`src/shared/cor_regs.svh`:
```
// constants for the corrected-output request link: counts and limits
// assumes a 200 MHz CLK_IN on both ends
`ifndef COR_REGS_SVH
`define COR_REGS_SVH

`define COR_CLK_MHZ 200
`define COR_RST_MIN_NS 300
`define COR_RST_CYC ((`COR_RST_MIN_NS * `COR_CLK_MHZ + 999) / 1000)
`define COR_POST_RST_NS 300
`define COR_POST_RST_CYC ((`COR_POST_RST_NS * `COR_CLK_MHZ + 999) / 1000)
`define COR_TICK_US 1
`define COR_TICK_CYC (`COR_TICK_US * `COR_CLK_MHZ)
`define COR_READ_WIN_MS 8
`define COR_READ_WIN_TICKS (`COR_READ_WIN_MS * 1000 / `COR_TICK_US)
`define COR_OSC_SETTLE_MS 10
`define COR_OSC_SETTLE_CYC (`COR_OSC_SETTLE_MS * 1000 * `COR_CLK_MHZ)
`define COR_VBLK_PER_FRAME 190
`define COR_SYNC_W 6

`endif

```
`src/shared/cor_pkg.sv`:
```
// types shared by both ends of the corrected-output request link
// assumes nothing beyond the constants header
package cor_pkg;
   typedef enum logic [1:0]
   {
      COR_MODE_DEFAULT = 2'h0,
      COR_MODE_1 = 2'h1,
      COR_MODE_2 = 2'h2,
      COR_MODE_3 = 2'h3
   } cor_mode_t;

   typedef enum logic [1:0]
   {
      COR_REQ_IDLE = 2'h0,
      COR_REQ_WAIT = 2'h1,
      COR_REQ_READ = 2'h3
   } cor_req_st_t;

   typedef enum logic [2:0]
   {
      COR_HST_PWR_RST = 3'h0,
      COR_HST_POST = 3'h1,
      COR_HST_RUN = 3'h3,
      COR_HST_STBY = 3'h2,
      COR_HST_SETTLE = 3'h6
   } cor_host_st_t;
endpackage

```
`src/shared/cor_link_if.sv`:
```
// pins between the receiver end and the host controller end
// the data-ready line is open drain with a pull-up, resolved here
`timescale 1ns/1ps
interface cor_link_if;
   logic chip_rst_b;
   logic standby_pin;
   logic req_timing_sel;
   logic vertical_output_select;
   logic drdy_ind_en;
   logic read_busy;
   logic block_req_b;
   logic drdy_b_o;
   logic drdy_b_oe;
   logic drdy_b;

   assign drdy_b = drdy_b_oe ? drdy_b_o : 1'b1;

   modport dev
   (
      input chip_rst_b, standby_pin, req_timing_sel,
      input vertical_output_select, drdy_ind_en, read_busy,
      output block_req_b, drdy_b_o, drdy_b_oe
   );

   modport host
   (
      output chip_rst_b, standby_pin, req_timing_sel,
      output vertical_output_select, drdy_ind_en, read_busy,
      input block_req_b, drdy_b
   );
endinterface

```
`src/hw/cor_dev.sv`:
```
// receiver end: block release, request pin, data-ready indicator
// assumes the link pins come from another clock domain and are synced
`timescale 1ns/1ps
`include "cor_regs.svh"

module cor_dev
#(
   parameter int unsigned READ_WIN_TICKS = `COR_READ_WIN_TICKS
)
(
   input wire logic CLK_IN,
   input wire logic RST_B_IN,
   cor_link_if.dev LINK,
   input wire logic BLK_READY_IN,
   input wire logic BLK_H_OK_IN,
   input wire logic FRAME_START_IN,
   input wire logic VSLOT_IN,
   input wire logic VSLOT_OK_IN,
   output logic RELEASE_OUT,
   output logic RELEASE_VERT_OUT,
   output logic CORE_RESET_OUT,
   output cor_pkg::cor_mode_t MODE_OUT
);
   import cor_pkg::*;

   localparam int unsigned TICK_CYC = `COR_TICK_CYC;
   localparam int unsigned VBLK = `COR_VBLK_PER_FRAME;

   function automatic cor_mode_t decode_mode(input logic rts,
                                             input logic vos);
      if (rts && vos)
      begin
         decode_mode = COR_MODE_1;
      end
      else if (rts)
      begin
         decode_mode = COR_MODE_2;
      end
      else if (vos)
      begin
         decode_mode = COR_MODE_3;
      end
      else
      begin
         decode_mode = COR_MODE_DEFAULT;
      end
   endfunction

   ////////////////////////////////////////////////////////////////////////
   // pin synchronisers
   logic [`COR_SYNC_W-1:0] sync1_q;
   logic [`COR_SYNC_W-1:0] sync2_q;
   logic rst_pin_b;
   logic stby;
   logic rts;
   logic vos;
   logic drdy_en;
   logic rd_busy;
   logic core_rst;

   always_ff @(posedge CLK_IN or negedge RST_B_IN)
   begin
      if (!RST_B_IN)
      begin
         sync1_q <= 6'h00;
         sync2_q <= 6'h00;
      end
      else
      begin
         sync1_q <= {LINK.chip_rst_b, LINK.standby_pin, LINK.req_timing_sel,
                     LINK.vertical_output_select, LINK.drdy_ind_en,
                     LINK.read_busy};
         sync2_q <= sync1_q;
      end
   end

   assign rst_pin_b = sync2_q[5];
   assign stby = sync2_q[4];
   assign rts = sync2_q[3];
   assign vos = sync2_q[2];
   assign drdy_en = sync2_q[1];
   assign rd_busy = sync2_q[0];
   assign core_rst = !rst_pin_b || stby;

   ////////////////////////////////////////////////////////////////////////
   // internal divider: stopped and cleared while held in reset
   logic [7:0] div_q;
   logic [7:0] div_d;
   logic tick;

   assign tick = (div_q == 8'(TICK_CYC - 1));

   always_comb
   begin
      div_d = div_q + 8'h01;
      if (core_rst || tick)
      begin
         div_d = 8'h00;
      end
   end

   always_ff @(posedge CLK_IN or negedge RST_B_IN)
   begin
      if (!RST_B_IN)
      begin
         div_q <= 8'h00;
      end
      else
      begin
         div_q <= div_d;
      end
   end

   ////////////////////////////////////////////////////////////////////////
   // frame tracking and vertical release decision
   cor_mode_t mode;
   logic hfail_q;
   logic hfail_d;
   logic prev_fail_q;
   logic prev_fail_d;
   logic [7:0] vcnt_q;
   logic [7:0] vcnt_d;
   logic vslot_live;
   logic vrel;
   logic hrel;

   assign mode = core_rst ? COR_MODE_DEFAULT
                          : decode_mode(rts, vos);
   assign vslot_live = VSLOT_IN && (vcnt_q < 8'(VBLK));
   assign hrel = BLK_READY_IN && !core_rst;

   always_comb
   begin
      unique case (mode)
         COR_MODE_1: vrel = vslot_live;
         COR_MODE_2: vrel = vslot_live && prev_fail_q;
         COR_MODE_3: vrel = vslot_live && VSLOT_OK_IN;
         COR_MODE_DEFAULT: vrel = vslot_live && VSLOT_OK_IN;
      endcase
      if (core_rst || hrel)
      begin
         vrel = 1'b0;
      end
   end

   always_comb
   begin
      hfail_d = hfail_q;
      prev_fail_d = prev_fail_q;
      vcnt_d = vcnt_q;
      if (FRAME_START_IN)
      begin
         prev_fail_d = hfail_q || (BLK_READY_IN && !BLK_H_OK_IN);
         hfail_d = 1'b0;
         vcnt_d = 8'h00;
      end
      else
      begin
         if (BLK_READY_IN && !BLK_H_OK_IN)
         begin
            hfail_d = 1'b1;
         end
         if (vslot_live)
         begin
            vcnt_d = vcnt_q + 8'h01;
         end
      end
      if (core_rst)
      begin
         hfail_d = 1'b0;
         prev_fail_d = 1'b0;
         vcnt_d = 8'(VBLK);
      end
   end

   always_ff @(posedge CLK_IN or negedge RST_B_IN)
   begin
      if (!RST_B_IN)
      begin
         hfail_q <= 1'b0;
         prev_fail_q <= 1'b0;
         vcnt_q <= 8'(VBLK);
      end
      else
      begin
         hfail_q <= hfail_d;
         prev_fail_q <= prev_fail_d;
         vcnt_q <= vcnt_d;
      end
   end

   ////////////////////////////////////////////////////////////////////////
   // request pin and data-ready indicator
   cor_req_st_t st_q;
   cor_req_st_t st_d;
   logic [15:0] win_q;
   logic [15:0] win_d;
   logic req_b_q;
   logic req_b_d;
   logic drdy_low_q;
   logic drdy_low_d;
   logic win_end;

   assign win_end = tick && (win_q == 16'(READ_WIN_TICKS - 1));

   always_comb
   begin
      st_d = st_q;
      win_d = win_q;
      req_b_d = req_b_q;
      drdy_low_d = drdy_low_q;
      unique case (st_q)
         COR_REQ_IDLE:
         begin
            win_d = 16'h0000;
         end
         COR_REQ_WAIT:
         begin
            if (tick)
            begin
               win_d = win_q + 16'h0001;
            end
            if (rd_busy)
            begin
               req_b_d = 1'b1;
               st_d = COR_REQ_READ;
            end
            else if (win_end)
            begin
               req_b_d = 1'b1;
               drdy_low_d = 1'b0;
               st_d = COR_REQ_IDLE;
            end
         end
         COR_REQ_READ:
         begin
            if (!rd_busy)
            begin
               drdy_low_d = 1'b0;
               st_d = COR_REQ_IDLE;
            end
         end
         default: st_d = COR_REQ_IDLE;
      endcase
      if (hrel || vrel)
      begin
         req_b_d = 1'b0;
         drdy_low_d = drdy_en;
         win_d = 16'h0000;
         st_d = COR_REQ_WAIT;
      end
      if (core_rst)
      begin
         st_d = COR_REQ_IDLE;
         win_d = 16'h0000;
         req_b_d = 1'b1;
         drdy_low_d = 1'b0;
      end
   end

   always_ff @(posedge CLK_IN or negedge RST_B_IN)
   begin
      if (!RST_B_IN)
      begin
         st_q <= COR_REQ_IDLE;
         win_q <= 16'h0000;
         req_b_q <= 1'b1;
         drdy_low_q <= 1'b0;
         RELEASE_OUT <= 1'b0;
         RELEASE_VERT_OUT <= 1'b0;
         CORE_RESET_OUT <= 1'b1;
         MODE_OUT <= COR_MODE_DEFAULT;
      end
      else
      begin
         st_q <= st_d;
         win_q <= win_d;
         req_b_q <= req_b_d;
         drdy_low_q <= drdy_low_d;
         RELEASE_OUT <= hrel || vrel;
         RELEASE_VERT_OUT <= vrel;
         CORE_RESET_OUT <= core_rst;
         MODE_OUT <= mode;
      end
   end

   assign LINK.block_req_b = req_b_q;
   assign LINK.drdy_b_o = 1'b0;
   assign LINK.drdy_b_oe = drdy_low_q;
endmodule

```
`src/flat_wrapper.sv`:
```
// flat-port wrapper written by rule: the top's interface ports become plain ports
module cor_dev_flat import cor_pkg::*;
#(
   parameter int unsigned READ_WIN_TICKS = `COR_READ_WIN_TICKS
)
  (CLK_IN, RST_B_IN, BLK_READY_IN, BLK_H_OK_IN, FRAME_START_IN, VSLOT_IN, VSLOT_OK_IN, RELEASE_OUT, RELEASE_VERT_OUT, CORE_RESET_OUT, MODE_OUT, LINK_chip_rst_b, LINK_standby_pin, LINK_req_timing_sel, LINK_vertical_output_select, LINK_drdy_ind_en, LINK_read_busy, LINK_block_req_b, LINK_drdy_b_o, LINK_drdy_b_oe);
  cor_link_if LINK_i ();
  input wire logic CLK_IN;
  input wire logic RST_B_IN;
  input wire logic BLK_READY_IN;
  input wire logic BLK_H_OK_IN;
  input wire logic FRAME_START_IN;
  input wire logic VSLOT_IN;
  input wire logic VSLOT_OK_IN;
  output logic RELEASE_OUT;
  output logic RELEASE_VERT_OUT;
  output logic CORE_RESET_OUT;
  output cor_pkg::cor_mode_t MODE_OUT;
  input wire logic [$bits(LINK_i.chip_rst_b)-1:0] LINK_chip_rst_b;
  input wire logic [$bits(LINK_i.standby_pin)-1:0] LINK_standby_pin;
  input wire logic [$bits(LINK_i.req_timing_sel)-1:0] LINK_req_timing_sel;
  input wire logic [$bits(LINK_i.vertical_output_select)-1:0] LINK_vertical_output_select;
  input wire logic [$bits(LINK_i.drdy_ind_en)-1:0] LINK_drdy_ind_en;
  input wire logic [$bits(LINK_i.read_busy)-1:0] LINK_read_busy;
  output wire logic [$bits(LINK_i.block_req_b)-1:0] LINK_block_req_b;
  output wire logic [$bits(LINK_i.drdy_b_o)-1:0] LINK_drdy_b_o;
  output wire logic [$bits(LINK_i.drdy_b_oe)-1:0] LINK_drdy_b_oe;
  assign LINK_i.chip_rst_b = LINK_chip_rst_b;
  assign LINK_i.standby_pin = LINK_standby_pin;
  assign LINK_i.req_timing_sel = LINK_req_timing_sel;
  assign LINK_i.vertical_output_select = LINK_vertical_output_select;
  assign LINK_i.drdy_ind_en = LINK_drdy_ind_en;
  assign LINK_i.read_busy = LINK_read_busy;
  assign LINK_block_req_b = LINK_i.block_req_b;
  assign LINK_drdy_b_o = LINK_i.drdy_b_o;
  assign LINK_drdy_b_oe = LINK_i.drdy_b_oe;
  cor_dev #(.READ_WIN_TICKS(READ_WIN_TICKS)) u_core (.CLK_IN(CLK_IN), .RST_B_IN(RST_B_IN), .LINK(LINK_i), .BLK_READY_IN(BLK_READY_IN), .BLK_H_OK_IN(BLK_H_OK_IN), .FRAME_START_IN(FRAME_START_IN), .VSLOT_IN(VSLOT_IN), .VSLOT_OK_IN(VSLOT_OK_IN), .RELEASE_OUT(RELEASE_OUT), .RELEASE_VERT_OUT(RELEASE_VERT_OUT), .CORE_RESET_OUT(CORE_RESET_OUT), .MODE_OUT(MODE_OUT));
endmodule
```
`config.mk`:
```
export PLATFORM = sky130hd
export DESIGN_NAME = cor_dev_flat
export DESIGN_NICKNAME = d
export VERILOG_FILES = /design/src/shared/cor_pkg.sv /design/src/shared/cor_link_if.sv /design/src/hw/cor_dev.sv /design/src/flat_wrapper.sv
export VERILOG_INCLUDE_DIRS = /design/src /design/src/shared
export SDC_FILE = /design/constraint.sdc
export NUM_CORES = 1
export LEC_CHECK = 0
export BUFFER_PORTS_ARGS = -buffer_cell sky130_fd_sc_hd__buf_4
export CAP_MARGIN = 25
export CORE_ASPECT_RATIO = 0.7
export CORE_MARGIN = 2
export CORE_UTILIZATION = 60
export CTS_BUF_LIST = sky130_fd_sc_hd__clkbuf_4 sky130_fd_sc_hd__clkbuf_8 sky130_fd_sc_hd__clkbuf_16
export CTS_CLUSTER_SIZE = 12
export DETAILED_ROUTE_END_ITERATION = 12
export PLACE_DENSITY = 0.8
export SYNTH_ARGS = -nofsm -noshare
export SYNTH_HDL_FRONTEND = slang
export SYNTH_SLANG_ARGS = --single-unit
```
`constraint.sdc`:
```
create_clock -name CLK_IN -period 7.1 [get_ports CLK_IN]
set_input_delay 0 -clock CLK_IN [delete_from_list [all_inputs] [get_ports CLK_IN]]
set_output_delay 0 -clock CLK_IN [all_outputs]
set_load 0.05 [all_outputs]
```
# Word-level counts from Yosys, hierarchy flattened
# Index checks and enable logic that the tools add are counted.
[word_totals]
regBits = 55
out_inout_bits = 8
wordCells = 96
[classes]
addsub = 3
n_lt_le_gt_ge = 1
eq_ne = 13
muxes = 36
n_reduce_logical = 29
[op_table]
columns = ["operator", "count"]
rows = [
  ["16-bit 2-to-1 mux", 3],
  ["8-bit 2-to-1 mux", 4],
  ["16-bit case mux with 2 select lines", 1],
  ["2-bit 2-to-1 mux", 9],
  ["16-bit by 1-bit adder with 16-bit output, second input constant", 1],
  ["8-bit by 1-bit adder with 8-bit output, second input constant", 2],
  ["16-bit by 13-bit equality test with 1-bit output, second input constant", 1],
  ["1-bit 2-to-1 mux", 16],
  ["4-bit nonzero test", 3],
  ["3-bit nonzero test", 3],
  ["8-bit equality test, second input constant", 1],
  ["8-bit less-than comparator, second input constant", 1],
  ["4-bit by 1-bit inequality test with 1-bit output, second input constant", 2],
  ["4-bit inequality test, second input constant", 2],
  ["1-bit logical AND", 7],
  ["2-bit equality test, second input constant", 3],
  ["2-bit case mux with 3 select lines", 1],
  ["1-bit logical OR", 5],
  ["5-bit by 1-bit inequality test with 1-bit output, second input constant", 1],
  ["2-bit by 1-bit equality test with 1-bit output, second input constant", 2],
  ["2-bit logical NOT", 2],
  ["2-bit AND reduction", 2],
  ["4-bit AND reduction", 1],
  ["1-bit logical NOT", 3],
  ["6 further kinds", 6],
]

# Logic depth before layout (Yosys ltp)
# Gate-level depths: netlist of the first run.
[logic_depth]
ltp_word = 11
ltp_mapped = 10

# Worst setup path before layout of the first run
# No wires, ideal clock.
[synth_path]
path_type = "register to register"
from = "register u_core.sync2_q[4]"
to = "register u_core.win_q[14]"
arrival_ns = 2.205
required_ns = 7.018
slack_ns = 4.813
stages_incl_launch_ff = 10
path_buffers = 1
synth_period_minus_slack_ns = 2.287
path_cell_list = "dfrtp_1 > nor2b_1 > inv_1 > nor2_1 > ha_1 > mux2_2 > o221ai_1 > nand3_2 > buf_2 > a31oi_1"
[synth_between]
elab_chain_cells = 9
[synth_rtl]
columns = ["element", "line", "rtl"]
rows = [
  ["start, declared", "cor_dev.sv:52", "logic [`COR_SYNC_W-1:0] sync2_q;"],
  ["start signal, assigned", "cor_dev.sv:73", "sync2_q <= sync1_q;"],
  ["1-bit logical OR (*)", "cor_dev.sv:83", "assign core_rst = !rst_pin_b || stby;"],
  ["named net u_core.core_rst", "cor_dev.sv:59", "logic core_rst;"],
  ["2-bit 2-to-1 mux (*)", "cor_dev.sv:127", "assign mode = core_rst ? COR_MODE_DEFAULT"],
  ["named net u_core.mode[0]", "cor_dev.sv:116", "cor_mode_t mode;"],
  ["2-bit equality test or 2-bit logical NOT (tied branches)", "cor_dev.sv:134", "unique case (mode)"],
  ["2-bit OR reduction (no line)", "--", ""],
  ["1-bit case mux with 3 select lines (*)", "cor_dev.sv:134", ""],
  ["1-bit 2-to-1 mux (*)", "cor_dev.sv:140", "if (core_rst || hrel)"],
  ["1-bit logical OR (*)", "cor_dev.sv:245", "if (hrel || vrel)"],
  ["4-bit by 1-bit inequality test with 1-bit output (no line), or another cell as far along", "--", ""],
  ["2-bit AND reduction (no line) or 16-bit 2-to-1 mux (tied branches)", "--", ""],
  ["end signal, assigned", "cor_dev.sv:277", "win_q <= win_d;"],
  ["end, declared", "cor_dev.sv:196", "logic [15:0] win_q;"],
]
# The timed path passes the listed nets; every way through them passes the cells marked *.
# A chain may end at the register's enable or synchronous reset.

# Worst setup path after layout of the first run
[layout_path]
from = "register u_core.sync2_q[4]"
to = "register u_core.drdy_low_q (netlist: u_core.LINK.drdy_b_oe)"
[layout_between]
elab_chain_cells = 9
[layout_rtl]
columns = ["element", "line", "rtl"]
rows = [
  ["1-bit logical OR (*)", "cor_dev.sv:83", ""],
  ["named net u_core.core_rst", "cor_dev.sv:59", ""],
  ["2-bit 2-to-1 mux (*)", "cor_dev.sv:127", ""],
  ["named net u_core.mode[0]", "cor_dev.sv:116", ""],
  ["2-bit equality test or 2-bit logical NOT (tied branches)", "cor_dev.sv:134", ""],
  ["2-bit OR reduction (no line)", "--", ""],
  ["1-bit case mux with 3 select lines (*)", "cor_dev.sv:134", ""],
  ["1-bit 2-to-1 mux (*)", "cor_dev.sv:140", ""],
  ["1-bit logical OR (*)", "cor_dev.sv:245", ""],
  ["4-bit inequality test (no line), or another cell as far along", "--", ""],
  ["4-bit AND reduction (no line) or 1-bit 2-to-1 mux (tied branches)", "--", ""],
  ["end signal, assigned", "cor_dev.sv:279", "drdy_low_q <= drdy_low_d;"],
  ["end, declared", "cor_dev.sv:200", "logic drdy_low_q;"],
]
# Marks and branches as above.

==> key figures, run 1 <==
Synthesis
  – Complex-gate fraction of the synthesized area: 0.158
  – Main synth FF type: dfrtp_1
  – Synth top area share: 0.430
  – Post-synth EDFFs: 0
  – Sequential element share of the synthesized area: 0.507
  – Mapped Area: ~0.0027 mm2
  – Cells after Synth: around 270
  – XOR/XNOR Fraction of Synth Area: 0.0321
  – Top cell type by total area after synthesis: dfrtp_1
  – Adder-cell share of the synthesized area: 0.0275
  – Yosys reg bits: 55
  – Syn_nets: 286
  – Synth async-reset ratio: 1.00
  – Largest family of logic cells by synthesized area: simple AND/OR/NAND/NOR gates
  – Area contributors post-synth: dfrtp_1 43%, dfstp_2 7.7%, a21oi_1 3.1%, ha_1 2.7%, nand2_1 2.7%
  – Yosys Warn Count: 0
  – Simple-gate share of the synthesized area: 0.235
  – Post-synthesis mux area share: 0.00778
  – Synth cell types: 54
  – Mapped Avg Cell Area: 10.2 um2

Timing
  – F_max: 301 MHz
  – Final WS setup: 3780 ps
  – Final Hold Viols: 0
  – Part of the cycle the worst path needs: 0.468
  – Final Hold Slack: 19.0 ps
  – Slew HR: 0.382
  – Setup TNS: 0 ps
  – Final setup fails: 0
  – Final Max Tran Viols: 0
  – RSZ-0062 raised after global routing: false
  – Worst slew pin tran: 925 ps
  – Minimum clock period after layout: 3320 ps
  – Clk_skew: 6.34 ps

Placed design
  – IO buf count: 19
  – Pre-CTS WS: about 3800 ps
  – Gpl congestion: 0.893
  – HPWL after DPL: 3930 um

Pwr
  – Tot Pwr: ~0.57 mW
  – VDD IR max: between 200 and 250 uV
  – Power density cells: 184 mW/mm2
  – Pleak: around 1.2 nW

GRT
  – Vias in the first global route: 1979
  – Pin count of the biggest net entering global routing: 56
  – Total Routing Usage GR: 0.243
  – Initial antenna violation count: 0
  – First-pass GRT wire length: 9670 um
  – Grt ovf: 0

Clock tree
  – Hold_buf cts: 9
  – CTS H-tree depth: 2
  – Root Driver: clkbuf_8
  – CTS buffer count: 5
  – CTS tree: built
  – Clock Sinks: 55
  – Post-CTS Setup Bufs: 0
  – Worst-Skew Late Latency: 320 ps
  – Worst-path clk slew: 110 ps
  – Clock buffer depth: 2
  – Gates resized, CTS repair: 0

Run status
  – Outcome: completed

Critical path
  – Data arrival time of the worst path: 3550 ps
  – Worst-path fanout max: 18
  – Delay of the slowest critical-path stage: 710 ps
  – Startpoint Class: flop
  – Slowest-stage cell, CP: nor2b_1
  – Worst Setup End Kind: flop
  – Crit Reg-Reg Startpoint: u_core.sync2_q[4]$_DFF_PN0_
  – WP data required: roughly 7300 ps
  – Crit Path Category: reg -> reg
  – R2R Setup Slk: 3780 ps
  – R2R cell count: 8
  – Critical-path cell list: nor2b_1, inv_1, nor2_1, ha_1, mux2_2, o221ai_1, nand3_2, o31ai_1
  – Reg2reg end: u_core.LINK.drdy_b_oe$_DFFE_PN0P_

Finish
  – Footprint of the multi-input gates: 0.00126 mm2
  – Fillers: 328
  – Final nets: 310
  – Sequential standard cell area: 0.00139 mm2
  – Ant diodes: 0
  – Share of cells above drive strength 1: 0.151
  – Syn-to-layout area delta: 12.5%

Job
  – Max-cap violations: 0

Route
  – Post-route ant nets: 0
  – DR vias: 2153
  – Drt total wl: 5700 um
  – DR DRC count: 0
  – Drt wl/cell: 16.4 um
  – Initial DRC count: between 150 and 200
  – First-pass DRT Iterations: 4
  – Vias per inst: 6.20

Min path
  – Worst Hold Path EP: u_core.hfail_q$_DFFE_PN0P_
  – Hold Path Class: in -> reg
  – Worst hold stages: 4
  – Min-delay src: BLK_H_OK_IN

Floorplanning
  – Ports: 21
  – DIE WIDTH: approximately 85 um
  – Die Y: 60.5 um
  – Starting Density: 0.628
  – Die area: 0.00512 mm2
  – Core region area: 0.00435 mm2
  – Rows: 20
## critical path, delay by kind of cell, from the launching register on
family | cells | cell delay [ps]
adder cells (fa/ha/maj) | 1 | 260
multiplexers | 1 | 280
flip-flops | 1 | 380
buffers and inverters | 1 | 300
AO/OA/AOI/OAI | 2 | 700
AND/OR/NAND/NOR | 3 | 1310
## layer usage
| metal | part of all wire | global-route usage | vias to the layer above |
|---|---|---|---|
| met2 | 0.44 | 0.359 | 74 |
| met4 | 0.0065 | 0.0726 | 0 |
| li1 | - | - | 1042 |
| met3 | 0.065 | 0.0517 | 3 |
| met5 | 0 | 0 | - |
| met1 | 0.49 | 0.368 | 1034 |
## cell type report
cell class | count | area share
inverters | 8 | 0.00977
clock buffers | 5 | 0.0224
well taps | 55 | 0.0224
repair buffers | 28 | 0.0757
clock inverters | 3 | 0.00855
flip-flops and latches | 55 | 0.451
multi-input cells | 193 | 0.410
## stage by stage
step,area (um2),instances,util
global placement,2890,330,0.664
global route,3070,347,0.706
detailed placement,2890,330,0.664
CTS,3070,347,0.706
floorplan,2730,267,-
finish,3070,347,0.706
## cells by family after synthesis
| group | count (synthesis) |
|---|---|
| compound gates | 67 |
| xor+xnor | 10 |
| fa+ha+maj | 6 |
| buf+inv | 19 |
| flops | 55 |
| mux | 2 |
| other cells | 1 |
| simple gates | 107 |
## Yosys cell counts (all sizes together) (7+ instances only)
master  count
a21oi      17
clkbuf      7
dfrtp      47
dfstp       8
inv         8
nand2      21
nand3      14
nand4       9
nor2       17
o21ai      16
or3         9
xor2        7
## how the worst max path moves through the flow
stage	to	slack (ps)	cells after the start	from
finish	u_core.LINK.drdy_b_oe$_DFFE_PN0P_	3780	8	u_core.sync2_q[4]$_DFF_PN0_
floorplan	u_core.win_q[14]$_DFFE_PN0P_	4810	9	u_core.sync2_q[4]$_DFF_PN0_
global placement	u_core.LINK.drdy_b_oe$_DFFE_PN0P_	3970	8	u_core.sync2_q[4]$_DFF_PN0_
detailed placement	u_core.LINK.drdy_b_oe$_DFFE_PN0P_	3830	8	u_core.sync2_q[4]$_DFF_PN0_
CTS	u_core.LINK.drdy_b_oe$_DFFE_PN0P_	3780	8	u_core.sync2_q[4]$_DFF_PN0_
global route	u_core.LINK.drdy_b_oe$_DFFE_PN0P_	3490	8	u_core.sync2_q[4]$_DFF_PN0_
## cell usage in the layout, fill, tap and decap left out, drive strengths merged, types with 3 or more instances in the layout
| cell | instances |
|---|---|
| or3 | 9 |
| dfrtp | 47 |
| nor2b | 4 |
| inv | 10 |
| dlygate4sd3 | 9 |
| a21oi | 17 |
| ha | 6 |
| nand4 | 9 |
| nand3 | 14 |
| nor4 | 4 |
| and4 | 5 |
| o211ai | 4 |
| clkbuf | 5 |
| nand2 | 21 |
| and3 | 4 |
| nor3 | 3 |
| a211oi | 4 |
| a41oi | 3 |
| o21ai | 16 |
| nand2b | 4 |
| xnor2 | 3 |
| or4 | 6 |
| xor2 | 7 |
| buf | 19 |
| o31ai | 3 |
| nor2 | 17 |
| a311oi | 3 |
| dfstp | 8 |
| a31oi | 6 |
## state kept, by name (all words and copies together) (netlist names)
signal / flops
u_core.CORE_RESET_OUT: 1
u_core.LINK.block_req_b: 1
u_core.LINK.drdy_b_oe: 1
u_core.MODE_OUT: 2
u_core.RELEASE_OUT: 1
u_core.RELEASE_VERT_OUT: 1
u_core.div_q: 8
u_core.hfail_q: 1
u_core.prev_fail_q: 1
u_core.st_q: 2
u_core.sync1_q: 6
u_core.sync2_q: 6
u_core.vcnt_q: 8
u_core.win_q: 16
## power breakdown
group	switching, mW	leakage, nW	total [mW]	internal, mW
logic	0.0326	0.480	0.0521	0.0194
clock network	0.110	0.0491	0.183	0.0728
registers	0.00764	0.709	0.331	0.323
No activity file was read; power rests on OpenSTA's default activity.
==> inputs of run 2 (changes only) <==
- ABC_AREA: unset -> 1
- CORE_UTILIZATION: 60 -> 59
- PLACE_DENSITY: 0.8 -> 0.78
- clock period: 7.1 -> 3.11 ns (I/O delays scaled with it)
==> run 2 against run 1 <==
Largest power group unchanged. Hold slack better by 130 ps. Final area is 3.4% higher. Critical path type unchanged. Highest routed layer unchanged. Sequential power is 130% higher. Power is 140% higher. Clock power grew to 2.6 times the previous value. Largest cell class unchanged. Combinational power grew to 2.7 times the previous value. Non-clock buffer count is 1 higher. Area after synthesis is 1.9% higher. Critical path depth is 7 higher. Fmax is 31% higher. Routed wire length is 7.0% lower. Die area is 3.4% higher.
==> key figures, run 2 <==
Critical path
  – Startpoint Class: flop
  – Data arrival time of the worst path: between 2000 and 3000 ps
  – Slowest-stage cell, CP: dfrtp_1
  – CP bufs+invs: 3
  – Worst-path fanout max: 20
  – Critical-path cell list: ha_1, nor2_1, inv_1, ha_1, inv_1, nand2_1, nand3_1, nand2_4, o21ai_4, nor2_4, nand2_2, nand2_2, inv_4, nand2_1, nand2_1
  – Reg2reg end: u_core.win_q[12]$_DFFE_PN0P_
  – WP data required: 3370 ps
  – Total stage count of the critical path: 15
  – R2R cell count: 15
  – CP delay by family, top: simple AND/OR/NAND/NOR gates
  – Critical path origin: u_core.sync2_q[2]$_DFF_PN0_
  – Worst Setup EP: u_core.win_q[12]$_DFFE_PN0P_
  – R2R Setup Slk: ~580 ps
  – Worst Setup End Kind: flop
  – Delay of the slowest critical-path stage: 410 ps
  – Crit Path Category: reg -> reg
  – Most frequent cell on the critical path: nand2_1
  – Crit Reg-Reg Startpoint: u_core.sync2_q[2]$_DFF_PN0_

GRT
  – Pin count of the biggest net entering global routing: 56
  – First-pass GRT wire length: 9290 um
  – Vias in the first global route: 2073
  – Total Routing Usage GR: 0.230
  – Grt ovf: 0
  – Initial antenna violation count: 0

Route
  – DR vias: 2185
  – Met3 Routed Length: 202 um
  – Drt wl/cell: 12.5 um
  – Initial DRC count: 114
  – Drt total wl: about 5300 um
  – DR DRC count: 0
  – Vias per inst: 5.14
  – Wl on met1: about 2600 um
  – Routed wire length on met2: 2420 um
  – Uppermost layer routed: met4
  – Post-route ant nets: 0
  – First-pass DRT Iterations: 5

Finish
  – Top flop regs: u_core.win_q x16, u_core.div_q x8, u_core.vcnt_q x8
  – Most flops, register: u_core.win_q
  – Max FFs per register: 16
  – Final nets: 388
  – Commonest non-fill, non-tap cell in the layout: nand2_1
  – Finished Layout Cells: ~430
  – Share of cells above drive strength 1: 0.141
  – Commonest cells after routing, fill and taps aside: 87 x nand2_1, 47 x dfrtp_1, 46 x inv_1
  – Syn-to-layout area delta: 14.1%
  – Ant diodes: 0

Pwr
  – Power density cells: ~430 mW/mm2
  – Tot Pwr: 1.38 mW
  – Pleak: between 1.5 and 2 nW
  – VDD IR max: ~310 uV

Placed design
  – Dpl cells: 407
  – HPWL after DPL: 3750 um
  – IO buf count: 19
  – Pre-CTS WS: 633 ps
  – Gpl congestion: 0.902

Timing
  – Clk_skew: 4.64 ps
  – Setup TNS: 0 ps
  – Minimum clock period after layout: 2530 ps
  – Part of the cycle the worst path needs: 0.813
  – RSZ-0062 raised after global routing: false
  – Final setup fails: 0
  – Worst slew pin tran: 667 ps
  – Final Hold Viols: 0
  – F_max: around 400 MHz
  – Final WS setup: just under 600 ps
  – Slew HR: 0.555
  – Final Hold Slack: about 150 ps
  – Final Max Tran Viols: 0

Floorplanning
  – Ports: 21
  – Starting Density: 0.629
  – DIE WIDTH: 86.1 um
  – Die Y: 61.5 um
  – Die area: 0.00530 mm2
  – Rows: 20
  – Core region area: 0.00443 mm2

Synthesis
  – Synth async-reset ratio: 1.00
  – Post-synth EDFFs: 0
  – Syn_nets: 356
  – Top-count cell post-synth: nand2_1
  – Commonest cells post-synth: 87 x nand2_1, 47 x dfrtp_1, 46 x inv_1
  – Yosys reg bits: 55
  – Yosys Warn Count: 0
  – Mapped Avg Cell Area: just over 8 um2
  – Top cell type by total area after synthesis: dfrtp_1
  – Area contributors post-synth: dfrtp_1 42%, nand2_1 12%, dfstp_2 7.5%, inv_1 6.2%, nor2_1 5.7%
  – Mapped Area: around 0.0028 mm2
  – Cells after Synth: 337
  – Sequential element share of the synthesized area: 0.498
  – Synth top area share: 0.422
  – Main synth FF type: dfrtp_1
  – Synth cell types: 31

Clock tree
  – Worst-path clk slew: 100 ps
  – Root Driver: clkbuf_8
  – Gates resized, CTS repair: 0
  – CTS tree: built
  – CTS buffer count: 5
  – Clock buffer depth: 2
  – Clock Sinks: 55
  – Worst-Skew Late Latency: 310 ps
  – CTS H-tree depth: 2
  – Post-CTS Setup Bufs: 0

Min path
  – Hold Path Class: in -> reg
  – Worst hold stages: 5

Job
  – Max-cap violations: 0

Run status
  – Outcome: completed
-- run 2: through the flow --
step                      area (um2)   util
final                           3180  0.718
after global routing            3180  0.718
after CTS                       3180  0.718
after detailed placement        2960  0.669
after global placement          2960  0.669
after floorplan                 2790      -
-- run 2: worst min-delay path by stage --
stage	from	end	slack, ps
floorplan	RST_B_IN	u_core.LINK.drdy_b_oe$_DFFE_PN0P_	-300
global placement	RST_B_IN	u_core.sync1_q[2]$_DFF_PN0_	80
detailed placement	RST_B_IN	u_core.sync1_q[1]$_DFF_PN0_	80
CTS	VSLOT_OK_IN	u_core.RELEASE_VERT_OUT$_DFF_PN0_	140
global route	VSLOT_OK_IN	u_core.RELEASE_VERT_OUT$_DFF_PN0_	160
finish	VSLOT_OK_IN	u_core.RELEASE_VERT_OUT$_DFF_PN0_	150
-- run 2: layout make-up --
class | count | area (um2)
flip-flops and latches | 55 | 1390
multi-input cells | 231 | 1190
clock inverters | 3 | 46.3
clock buffers | 5 | 68.8
inverters | 47 | 179
repair buffers | 29 | 243
fillers | 331 | 1250
well taps | 55 | 68.8
-- run 2: kinds of logic after synthesis --
logic type | synth area share
AND/OR/NAND/NOR | 0.282
XOR/XNOR | 0.0440
AO/OA/AOI/OAI | 0.0719
adder cells (fa/ha/maj) | 0.0270
buffers and inverters | 0.0764
flip-flops | 0.498
other | 0.00135
-- run 2: timing repair --
| action | CTS | global route |
|---|---|---|
| hold buffers | 10 | 0 |
| hold endpoints to repair | 57 | 0 |
| endpoints found under the setup margin | 0 | 0 |
-- run 2: worst register-to-register path, stage by stage (launching register included) --
cell and delay (ps):
dfrtp_1 410, ha_1 310, nor2_1 160, inv_1 60, ha_1 280, inv_1 60
nand2_1 40, nand3_1 100, nand2_4 80, o21ai_4 280, nor2_4 80, nand2_2 60
nand2_2 250, inv_4 170, nand2_1 70, nand2_1 60
-- run 2: where the power goes --
group / internal, mW / switching (mW) / leakage (nW) / total [mW]
clock network: 0.243 / 0.240 / 0.0548 / 0.482
registers: 0.741 / 0.0142 / 0.709 / 0.755
logic: 0.0476 / 0.0921 / 0.795 / 0.140
total: 1.03 / 0.346 / 1.56 / 1.38
-- run 2: routing by layer --
layer	track usage	vias up
li1	-	1120
met1	0.320	1013
met2	0.374	45
met3	0.0416	7
met4	0.0771	0
met5	0	-
